File: src/panel_pkg.sv
// Shared constants, register map and carrier types of the panel display block
package panel_pkg;

	localparam int CLK_PERIOD_NS = 8;
	localparam int TICK_PERIOD_NS = 1000000;
	localparam int TICK_CYCLES_DEFAULT = (TICK_PERIOD_NS + CLK_PERIOD_NS - 1) / CLK_PERIOD_NS;
	localparam int SHIFT_HOLD_MS = 2000;
	localparam logic [11:0] SHIFT_HOLD_TICKS = 12'(SHIFT_HOLD_MS * 1000000 / TICK_PERIOD_NS);

	localparam int DI_COUNT = 9;
	localparam int DO_COUNT = 6;
	localparam int FAULT_ENTRIES = 5;

	localparam logic [15:0] JOG_SPEED_RESET = 16'h0014;
	localparam logic signed [15:0] JOG_MIN_DEFAULT = -16'sh1388;
	localparam logic signed [15:0] JOG_MAX_DEFAULT = 16'sh1388;
	localparam logic [15:0] MODE_FORCED = 16'h0196;
	localparam logic [15:0] MODE_NORMAL = 16'h0190;

	localparam logic [4:0] ADDR_CONTROL = 5'h00;
	localparam logic [4:0] ADDR_OUTPUT_MODE = 5'h04;
	localparam logic [4:0] ADDR_FORCED_PATTERN = 5'h08;
	localparam logic [4:0] ADDR_JOG_SPEED = 5'h0C;
	localparam logic [4:0] ADDR_STATUS = 5'h10;
	localparam logic [4:0] ADDR_DISPLAY = 5'h14;
	localparam logic [4:0] ADDR_IO = 5'h18;

	localparam int CTRL_PAGE_LSB = 0;
	localparam int CTRL_HEX_BIT = 2;
	localparam int CTRL_HIGH_BIT = 3;
	localparam int CTRL_IDX_LSB = 4;
	localparam int IO_DO_LSB = 16;
	localparam logic [2:0] JOG_PARAM_INDEX = 3'h5;
	localparam logic [2:0] FORCED_PARAM_INDEX = 3'h6;

	localparam logic [4:0] GLYPH_BLANK = 5'h10;
	localparam logic [4:0] GLYPH_HIGH = 5'h11;
	localparam logic [4:0] GLYPH_LOW = 5'h12;

	typedef enum logic [1:0] {page_monitor, page_param, page_di, page_do} page_t;

	typedef struct packed {
		logic set;
		logic up;
		logic down;
		logic shift;
		logic mode;
	} keys_t;

	typedef struct packed {
		logic [4:0][4:0] code;
		logic [4:0]      dp;
	} display_t;

	typedef struct packed {
		logic [31:0] value;
		logic        hex;
		logic        wide;
		logic        high;
		logic        neg;
	} fmt_t;

endpackage

File: src/bin_to_bcd.sv
// Sequential shift-and-add binary to decimal digit converter
`timescale 1ns/1ps
module bin_to_bcd #(
	parameter int WIDTH = 32,
	parameter int DIGITS = 10
) (
	input  wire logic                  clk,
	input  wire logic                  reset,
	input  wire logic                  start,
	input  wire logic [WIDTH-1:0]      bin,
	output logic      [DIGITS*4-1:0]   bcd,
	output logic                       done
);

	localparam int CW = $clog2(WIDTH);

	logic [WIDTH-1:0]    shreg;
	logic [DIGITS*4-1:0] acc;
	logic [DIGITS*4-1:0] adj;
	logic [CW-1:0]       cnt;
	logic                busy;

	// Digits of five or more get three added before each shift
	always_comb
	begin
		adj = acc;
		for (int i = 0; i < DIGITS; i++)
		begin
			if (acc[i*4 +: 4] >= 4'h5)
				adj[i*4 +: 4] = acc[i*4 +: 4] + 4'h3;
		end
	end

	always_ff @(posedge clk)
	begin
		if (reset)
		begin
			shreg <= '0;
			acc <= '0;
			cnt <= '0;
			busy <= 1'b0;
			done <= 1'b0;
			bcd <= '0;
		end
		else
		begin
			done <= 1'b0;
			if (start && !busy)
			begin
				shreg <= bin;
				acc <= '0;
				cnt <= '0;
				busy <= 1'b1;
			end
			else if (busy)
			begin
				acc <= {adj[DIGITS*4-2:0], shreg[WIDTH-1]};
				shreg <= {shreg[WIDTH-2:0], 1'b0};
				cnt <= cnt + 1'b1;
				if (cnt == CW'(WIDTH - 1))
				begin
					busy <= 1'b0;
					done <= 1'b1;
					bcd <= {adj[DIGITS*4-2:0], shreg[WIDTH-1]};
				end
			end
		end
	end

endmodule

File: src/panel_display_and_diagnosis.sv
// Front-panel display formatting, jog, forced outputs and I/O diagnosis
//
// The register offsets and register access over Avalon-MM were decided locally.
`timescale 1ns/1ps

module panel_display_and_diagnosis #(
	parameter int                TICK_CYCLES = panel_pkg::TICK_CYCLES_DEFAULT,
	parameter logic signed [15:0] JOG_MIN = panel_pkg::JOG_MIN_DEFAULT,
	parameter logic signed [15:0] JOG_MAX = panel_pkg::JOG_MAX_DEFAULT
) (
	input  wire logic                                      clk,
	input  wire logic                                      reset,
	input  wire logic [4:0]                                avs_address,
	input  wire logic                                      avs_read,
	input  wire logic                                      avs_write,
	input  wire logic [31:0]                               avs_writedata,
	input  wire logic [3:0]                                avs_byteenable,
	output logic      [31:0]                               avs_readdata,
	output logic                                           avs_waitrequest,
	input  wire panel_pkg::keys_t                          keys,
	input  wire logic [31:0]                               monitor_value,
	input  wire logic                                      monitor_wide,
	input  wire logic                                      servo_enabled,
	input  wire logic [panel_pkg::FAULT_ENTRIES-1:0][15:0] fault_records,
	input  wire logic [panel_pkg::DI_COUNT-1:0]            digital_inputs,
	input  wire logic [panel_pkg::DO_COUNT-1:0]            drive_outputs,
	output logic      [panel_pkg::DO_COUNT-1:0]            digital_outputs,
	output panel_pkg::display_t                            display,
	output logic                                           jog_forward,
	output logic                                           jog_reverse,
	output logic      [15:0]                               jog_speed
);
	import panel_pkg::*;

	typedef enum logic [2:0] {st_monitor, st_param, st_fault, st_jog_speed, st_jog_run, st_di_diag,
		st_do_diag} state_t;

	state_t                 state;
	keys_t                  key_meta;
	keys_t                  key_sync;
	keys_t                  key_prev;
	keys_t                  key_press;
	logic [DI_COUNT-1:0]    di_meta;
	logic [DI_COUNT-1:0]    di_sync;
	logic [31:0]            tick_cnt;
	logic                   tick;
	logic [11:0]            hold_cnt;
	logic                   hold_fire;
	logic [31:0]            control;
	logic [15:0]            output_mode;
	logic                   forced_mode;
	logic [DO_COUNT-1:0]    pattern;
	logic                   accept;
	logic                   commit_wr;
	logic [31:0]            rd_word;
	logic [31:0]            wr_merged;
	logic [31:0]            wr_base;
	logic                   conv_start;
	logic                   conv_done;
	logic [39:0]            bcd;
	fmt_t                   next_src;
	fmt_t                   cur;
	logic [31:0]            mag;
	logic [2:0]             ctrl_idx;
	logic signed [15:0]     jog_s;
	logic signed [15:0]     jog_neg;

	assign ctrl_idx = control[CTRL_IDX_LSB +: 3];
	assign jog_s = signed'(jog_speed);
	assign jog_neg = -jog_s;
	assign key_press = key_sync & ~key_prev;

	// Keys and inputs are pin level and asynchronous to clk
	always_ff @(posedge clk)
	begin
		if (reset)
		begin
			key_meta <= '0;
			key_sync <= '0;
			key_prev <= '0;
			di_meta <= '0;
			di_sync <= '0;
		end
		else
		begin
			key_meta <= keys;
			key_sync <= key_meta;
			key_prev <= key_sync;
			di_meta <= digital_inputs;
			di_sync <= di_meta;
		end
	end

	// Millisecond enable for the shift hold timer
	always_ff @(posedge clk)
	begin
		if (reset || tick_cnt == 32'(TICK_CYCLES - 1))
			tick_cnt <= '0;
		else
			tick_cnt <= tick_cnt + 32'h0000_0001;
	end
	assign tick = (tick_cnt == 32'(TICK_CYCLES - 1));

	// Fires once per hold, so keeping the key down does not flip the sign back
	always_ff @(posedge clk)
	begin
		if (reset || !key_sync.shift || state != st_jog_speed)
			hold_cnt <= '0;
		else if (tick && hold_cnt != SHIFT_HOLD_TICKS)
			hold_cnt <= hold_cnt + 12'h001;
	end
	assign hold_fire = tick && key_sync.shift && state == st_jog_speed && hold_cnt == SHIFT_HOLD_TICKS - 12'h001;

	// Avalon slave: waitrequest drops for one cycle, a write lands on that edge
	assign accept = (avs_read || avs_write) && avs_waitrequest;
	assign commit_wr = avs_write && !avs_waitrequest;

	always_comb
	begin
		wr_base = '0;
		unique case (avs_address)
			ADDR_CONTROL:        wr_base = control;
			ADDR_OUTPUT_MODE:    wr_base = {16'h0000, output_mode};
			ADDR_FORCED_PATTERN: wr_base = 32'(pattern);
			ADDR_JOG_SPEED:      wr_base = {16'h0000, jog_speed};
			default:             wr_base = '0;
		endcase
		for (int b = 0; b < 4; b++)
			wr_merged[b*8 +: 8] = avs_byteenable[b] ? avs_writedata[b*8 +: 8] : wr_base[b*8 +: 8];
	end

	always_comb
	begin
		unique case (avs_address)
			ADDR_CONTROL:        rd_word = {25'h0, control[6:0]};
			ADDR_OUTPUT_MODE:    rd_word = {16'h0000, output_mode};
			ADDR_FORCED_PATTERN: rd_word = 32'(pattern);
			ADDR_JOG_SPEED:      rd_word = {16'h0000, jog_speed};
			ADDR_STATUS:         rd_word = {25'h0, servo_enabled, forced_mode, jog_reverse, jog_forward, state};
			ADDR_DISPLAY:        rd_word = 32'(display);
			ADDR_IO:             rd_word = (32'(digital_outputs) << IO_DO_LSB) | 32'(di_sync);
			default:             rd_word = '0;
		endcase
	end

	always_ff @(posedge clk)
	begin
		if (reset)
		begin
			avs_waitrequest <= 1'b1;
			avs_readdata <= '0;
		end
		else
		begin
			avs_waitrequest <= !accept;
			if (accept)
				avs_readdata <= avs_read ? rd_word : 32'h0000_0000;
		end
	end

	always_ff @(posedge clk)
	begin
		if (reset)
			control <= '0;
		else if (commit_wr && avs_address == ADDR_CONTROL)
			control <= {25'h0, wr_merged[6:0]};
	end

	always_ff @(posedge clk)
	begin
		if (reset)
		begin
			output_mode <= MODE_NORMAL;
			forced_mode <= 1'b0;
		end
		else if (commit_wr && avs_address == ADDR_OUTPUT_MODE)
		begin
			output_mode <= wr_merged[15:0];
			if (wr_merged[15:0] == MODE_FORCED)
				forced_mode <= 1'b1;
			else if (wr_merged[15:0] == MODE_NORMAL)
				forced_mode <= 1'b0;
		end
	end

	// Pattern only lives while forced mode is on
	always_ff @(posedge clk)
	begin
		if (reset || !forced_mode)
			pattern <= '0;
		else if (commit_wr && avs_address == ADDR_FORCED_PATTERN)
			pattern <= wr_merged[DO_COUNT-1:0];
	end

	always_ff @(posedge clk)
	begin
		if (reset)
			digital_outputs <= '0;
		else
			digital_outputs <= forced_mode ? pattern : drive_outputs;
	end

	// Up and down keys step by one, a shift hold negates, and no keypad edit leaves the allowed range
	always_ff @(posedge clk)
	begin
		if (reset)
			jog_speed <= JOG_SPEED_RESET;
		else if (commit_wr && avs_address == ADDR_JOG_SPEED)
			jog_speed <= wr_merged[15:0];
		else if (state == st_jog_speed)
		begin
			if (hold_fire)
			begin
				if (jog_neg >= JOG_MIN && jog_neg <= JOG_MAX && jog_s != -16'sh8000)
					jog_speed <= unsigned'(jog_neg);
			end
			else if (key_press.up && jog_s < JOG_MAX)
				jog_speed <= jog_speed + 16'h0001;
			else if (key_press.down && jog_s > JOG_MIN)
				jog_speed <= jog_speed - 16'h0001;
		end
	end

	always_ff @(posedge clk)
	begin
		if (reset)
			state <= st_monitor;
		else if (commit_wr && avs_address == ADDR_CONTROL)
		begin
			unique case (page_t'(wr_merged[CTRL_PAGE_LSB +: 2]))
				page_monitor: state <= st_monitor;
				page_param:   state <= st_param;
				page_di:      state <= st_di_diag;
				page_do:      state <= st_do_diag;
			endcase
		end
		else
		begin
			unique case (state)
				st_param:
				begin
					if (key_press.set && ctrl_idx < 3'(FAULT_ENTRIES))
						state <= st_fault;
					else if (key_press.set && ctrl_idx == JOG_PARAM_INDEX)
						state <= st_jog_speed;
				end
				st_jog_speed:
				begin
					if (key_press.set)
						state <= st_jog_run;
					else if (key_press.mode)
						state <= st_param;
				end
				st_fault, st_jog_run:
				begin
					if (key_press.mode)
						state <= st_param;
				end
				st_monitor, st_di_diag, st_do_diag:
					state <= state;
			endcase
		end
	end

	// Motion stops one edge after servo enable goes away and three edges after the held key is released
	always_ff @(posedge clk)
	begin
		if (reset)
		begin
			jog_forward <= 1'b0;
			jog_reverse <= 1'b0;
		end
		else
		begin
			jog_forward <= state == st_jog_run && servo_enabled && key_sync.up && !key_sync.down;
			jog_reverse <= state == st_jog_run && servo_enabled && key_sync.down && !key_sync.up;
		end
	end

	// One formatter serves every page, so monitor and edit screens look alike
	always_comb
	begin
		next_src = '0;
		unique case (state)
			st_monitor:
			begin
				next_src.wide = monitor_wide;
				next_src.hex = monitor_wide && control[CTRL_HEX_BIT];
				next_src.high = monitor_wide && control[CTRL_HIGH_BIT];
				next_src.value = monitor_wide ? monitor_value : {{16{monitor_value[15]}}, monitor_value[15:0]};
			end
			st_param:
			begin
				if (ctrl_idx == FORCED_PARAM_INDEX)
				begin
					next_src.hex = 1'b1;
					next_src.value = 32'(pattern);
				end
				else if (ctrl_idx == JOG_PARAM_INDEX)
					next_src.value = {{16{jog_speed[15]}}, jog_speed};
				else
					next_src.value = 32'(ctrl_idx);
			end
			st_fault:
			begin
				next_src.hex = 1'b1;
				next_src.value = {16'h0000, fault_records[ctrl_idx]};
			end
			st_jog_speed, st_jog_run:
				next_src.value = {{16{jog_speed[15]}}, jog_speed};
			st_di_diag:
			begin
				next_src.hex = 1'b1;
				next_src.value = 32'(di_sync);
			end
			st_do_diag:
			begin
				next_src.hex = 1'b1;
				next_src.value = 32'(digital_outputs);
			end
		endcase
		next_src.neg = !next_src.hex && next_src.value[31];
		mag = next_src.neg ? 32'h0000_0000 - next_src.value : next_src.value;
	end

	// Conversion runs back to back, so the screen refreshes every 34 cycles
	always_ff @(posedge clk)
	begin
		if (reset)
		begin
			conv_start <= 1'b1;
			cur <= '0;
		end
		else
		begin
			conv_start <= conv_done;
			if (conv_start)
				cur <= next_src;
		end
	end

	bin_to_bcd #(
		.WIDTH  (32),
		.DIGITS (10)
	) bin_to_bcd_i (
		.clk    (clk),
		.reset  (reset),
		.start  (conv_start),
		.bin    (mag),
		.bcd    (bcd),
		.done   (conv_done)
	);

	always_ff @(posedge clk)
	begin
		if (reset)
		begin
			display.code <= {5{GLYPH_BLANK}};
			display.dp <= '0;
		end
		else if (conv_done)
		begin
			display.dp <= '0;
			if (cur.hex)
			begin
				for (int d = 0; d < 4; d++)
					display.code[d] <= {1'b0, cur.high ? cur.value[16+d*4 +: 4] : cur.value[d*4 +: 4]};
				if (!cur.wide)
					display.code[4] <= GLYPH_BLANK;
				else
					display.code[4] <= cur.high ? GLYPH_HIGH : GLYPH_LOW;
			end
			else
			begin
				for (int d = 0; d < 5; d++)
					display.code[d] <= {1'b0, cur.high ? bcd[20+d*4 +: 4] : bcd[d*4 +: 4]};
				display.dp[1] <= cur.wide && cur.high;
				display.dp[4] <= cur.neg;
				display.dp[3] <= cur.neg;
			end
		end
	end

endmodule

File: config.mk
export PLATFORM = sky130hd
export DESIGN_NAME = panel_display_and_diagnosis
export DESIGN_NICKNAME = d
export VERILOG_FILES = /design/src/panel_pkg.sv /design/src/bin_to_bcd.sv /design/src/panel_display_and_diagnosis.sv
export SDC_FILE = /design/constraint.sdc
export NUM_CORES = 1
export LEC_CHECK = 0
export BUFFER_PORTS_ARGS = -buffer_cell sky130_fd_sc_hd__buf_4
export CAP_MARGIN = 20
export CORE_AREA = 2 2 221 223
export CTS_CLUSTER_SIZE = 16
export DETAILED_ROUTE_END_ITERATION = 6
export DIE_AREA = 0 0 223 225
export PLACE_DENSITY = 0.64
export SLEW_MARGIN = 15
export SYNTH_ARGS = -nofsm -noshare
export SYNTH_HDL_FRONTEND = slang
export SYNTH_HIERARCHICAL = 1
export SYNTH_SLANG_ARGS = --single-unit
File: constraint.sdc
create_clock -name clk -period 5.5 [get_ports clk]
set_input_delay 0.55 -clock clk [delete_from_list [all_inputs] [get_ports clk]]
set_output_delay 0.55 -clock clk [all_outputs]
set_load 0.01 [all_outputs]
==> flow_summary.ini <==
[synth]
yosysTopAreaCell = dfxtp_1
yosys.area.top_type_share = 0.354
ys_seq_elements = 344
syn_avg_cell_area_sq_um = 8.24
synth_edf_count = 0
ys_warn_count = 6
yosys.area_share.simple = 0.221
synthXorXnorAreaFrac = 0.0387
ys_types = 102
synth_area_sq_mm = 0.0195
synth.area.top_cells = dfxtp_1 (35%), nor2_1 (6.8%), a21oi_1 (5.8%), mux2i_1 (5.2%), nand2_1 (3.3%)
synth_async_sr_flop_share = 0
syn_inst = 2363
ys_seq_area_frac = 0.354
synth_fa_ha_area_frac = 0.0318
synthFlopType = dfxtp_1
synth_compound_area_frac = 0.198
muxShareOfSynthArea = 0.0959
synth_top_family_by_area = simple AND/OR/NAND/NOR gates

[layout]
diodes = 0
fin_cells = 3151
nNetsFinal = 2733
area_growth_syn_to_layout_pct = 17.0
drive_above_1_share = 0.177

[power_and_ir_drop]
p_int_mw = 4.36
power_mw = 5.89
leakagePower_nw = 8.48
combPwrFrac = 0.111
power_density_mw_per_mm2 = 259
p_sw_mw = 1.54
ir_worst_vdd_uv = 189
seqPwrFrac = 0.444
switching_share = 0.261
p_clk_frac = 0.445

[clocking]
postCtsHoldBufs = 0
cts-resized-gates = 0
cts_max_path_buffers = 3
htreeDepth = 2
cts_setup_buffers = 0
cts.sinks = 344
clk_latency_ns = 0.57
cts-buffers-inserted = 39
root_buffer = clkbuf_16
path_clk_slew_ns = 0.06
cts_tree = yes

[critical_path]
start_kind = flop
r2r_start = state[2]$_SDFFE_PP0P_
crit_type = reg -> reg
slowest_stage = dfxtp_1
ff2ff_path_depth = 12
end_kind = flop
reg2reg_slack_ns = 1.15
cp.required_ns = 5.90
cp_cell_sequence = nand3_1, and2_4, nor2_1, a31oi_1, a221o_2, nor4_4, a41oi_1, xnor2_1, mux2i_1, nor2_1, a21oi_1, nor2_1
critical-path-max-stage-delay_ns = 0.96
critPathMaxFanout = 25
cp.arrival_ns = 4.75
reg2reg_to = bin_to_bcd_i/shreg[29]$_SDFFE_PP0P_
crit_top_cell = nor2_1

[sta]
report.final.slew_viol_count = 0
fin_skew_ns = 0.0233
final-setup-viol-count = 0
tns_ns = 0
slew_headroom = 0.273
hold_viol_final = 0
max_freq_ghz = 0.230
final.period_utilization = 0.791
period_minus_slack_ns = 4.35
worst_slew_pin_slew_ns = 1.09
rsz0062_at_grt = false

[route]
postRouteAntennaNets = 0
via_per_inst = 5.76
drtIter0Drc = 1613
wire_per_inst_um = 20.3
dr.pass1.iters = 6
vias = 18200
wl_mm = 64.1
drc = 0

[floorplan]
coreArea_sq_mm = 0.0475
fp.dieH_um = 225
ioPinCount = 266
dieArea_sq_mm = 0.0502
die-width_um = 223
row_count = 80
start_util = 0.409

[worst_hold_path]
hold_path_startpoint = keys[4]
holdPathStages = 2
min_to = key_meta[4]$_SDFF_PP0_
hold_class = in -> reg

[global_route]
grt_max_degree = 105
grt_overflow = 0
groute.usage.overall = 0.249
grt_pass1_vias = 17000
grt_pass1_wl_mm = 98.6
antenna_found_initial = 0

[status]
status = finished, final reports clean

[place]
hpwl_mm = 46.8
place_congestion = 0.954
portBuffers = 243
dp_cells = 3079

[flow_run]
cap_violations = 0
==> critical path: cells and delay by family (launching register included) <==
family / cells / cell delay (ns)
AO/OA/AOI/OAI: 4 / 0.98
XOR/XNOR: 1 / 0.18
flip-flops: 1 / 0.96
multiplexers: 1 / 0.13
AND/OR/NAND/NOR: 6 / 1.91
==> registers in the layout, indices dropped and copies added (netlist names), 6 cells and up <==
register,flops
cur,36
pattern,6
bin_to_bcd_i/shreg,32
bin_to_bcd_i/acc,40
avs_readdata,30
output_mode,16
tick_cnt,32
digital_outputs,6
di_meta,9
di_sync,9
bin_to_bcd_i/bcd,40
jog_speed,16
hold_cnt,12
control,7
display,24
==> cells by family after synthesis <==
| kind of cell | after synthesis |
|---|---|
| muxes | 154 |
| adders and majority gates | 49 |
| xor gates and xnor gates | 86 |
| buffers and inverters | 246 |
| DFF | 344 |
| AOI/OAI and AO/OA | 614 |
| other | 1 |
| and+or+nand+nor | 869 |
==> how the worst max path moves through the flow <==
stage / startpoint / end / slack (ns)
detailed placement: jog_speed[5]$_SDFFE_PP0P_ / jog_speed[13]$_SDFFE_PP0P_ / 1.23
global placement: jog_speed[5]$_SDFFE_PP0P_ / jog_speed[13]$_SDFFE_PP0P_ / 1.31
CTS: jog_speed[5]$_SDFFE_PP0P_ / jog_speed[13]$_SDFFE_PP0P_ / 1.20
global route: state[2]$_SDFFE_PP0P_ / bin_to_bcd_i/shreg[30]$_SDFFE_PP0P_ / 0.88
floorplan: jog_speed[7]$_SDFFE_PP0P_ / jog_speed[13]$_SDFFE_PP0P_ / 1.85
finish: state[2]$_SDFFE_PP0P_ / bin_to_bcd_i/shreg[29]$_SDFFE_PP0P_ / 1.15
==> synthesized netlist by cell type (13+ instances only) <==
| master | n |
|---|---|
| nor2_1 | 354 |
| or3_1 | 16 |
| clkbuf_1 | 82 |
| mux2i_1 | 101 |
| and2_1 | 14 |
| nor3_1 | 39 |
| o21ai_0 | 73 |
| a22oi_1 | 27 |
| inv_1 | 62 |
| o21ai_1 | 36 |
| o211ai_1 | 20 |
| ha_1 | 47 |
| nor4_1 | 13 |
| nand2_1 | 169 |
| a21oi_1 | 227 |
| xor2_1 | 33 |
| a211oi_1 | 81 |
| nand3b_1 | 23 |
| buf_1 | 17 |
| nand4_1 | 19 |
| buf_4 | 17 |
| nor3b_1 | 20 |
| and3_1 | 17 |
| dfxtp_1 | 344 |
| o22ai_1 | 28 |
| nor2b_1 | 44 |
| a31oi_1 | 15 |
| mux2_2 | 28 |
| buf_6 | 17 |
| mux4_2 | 23 |
| nand3_1 | 44 |
| nand2b_1 | 34 |
| buf_2 | 48 |
| xnor2_1 | 53 |
==> metal layers <==
layer	vias to the layer above	part of all wire	GRT usage
met5	-	0	0
met4	0	0.031	0.0868
met3	90	0.061	0.0382
met2	626	0.48	0.425
met1	8725	0.43	0.321
li1	8716	-	-
==> cell type report <==
cell class / instances / area [sq um]
fill: 4560 / 24800
multi-input combinational: 1776 / 11400
sequential: 344 / 6900
timing repair buffer: 280 / 2130
clock buffer: 52 / 1150
tap: 615 / 769
inverter: 65 / 244
clock inverter: 19 / 153
==> through the flow <==
stage	setup slack [ns]	hold WS (ns)	utilization	cell area, sq um
global placement	1.31	0.418	0.451	21400
finish	1.15	0.203	0.479	22800
CTS	1.20	0.178	0.478	22700
detailed placement	1.23	0.424	0.451	21400
floorplan	1.85	0.412	-	19500
global route	0.875	0.194	0.479	22800
==> layout by cell type (no fill, tap or decap), types with 40 or more instances in the layout <==
cell type | netlist | layout
buf_4 | 17 | 278
nand2_1 | 169 | 169
mux2i_1 | 101 | 101
clkbuf_16 | 0 | 40
a211oi_1 | 81 | 81
dfxtp_1 | 344 | 341
o21ai_0 | 73 | 72
inv_1 | 62 | 62
a21oi_1 | 227 | 227
nand3_1 | 44 | 44
nor2b_1 | 44 | 44
xnor2_1 | 53 | 53
nor2_1 | 354 | 354
ha_1 | 47 | 47
==> power by group through the flow <==
stage	Combinational (mW)	Sequential, mW	Clock (mW)
after floorplan	0.442	2.64	0
after global placement	0.630	2.67	0
after detailed placement	0.640	2.67	0
after CTS	0.645	2.62	2.69
after global routing	0.716	2.62	2.78
final	0.652	2.62	2.63
No activity file was read; power rests on OpenSTA's default activity.
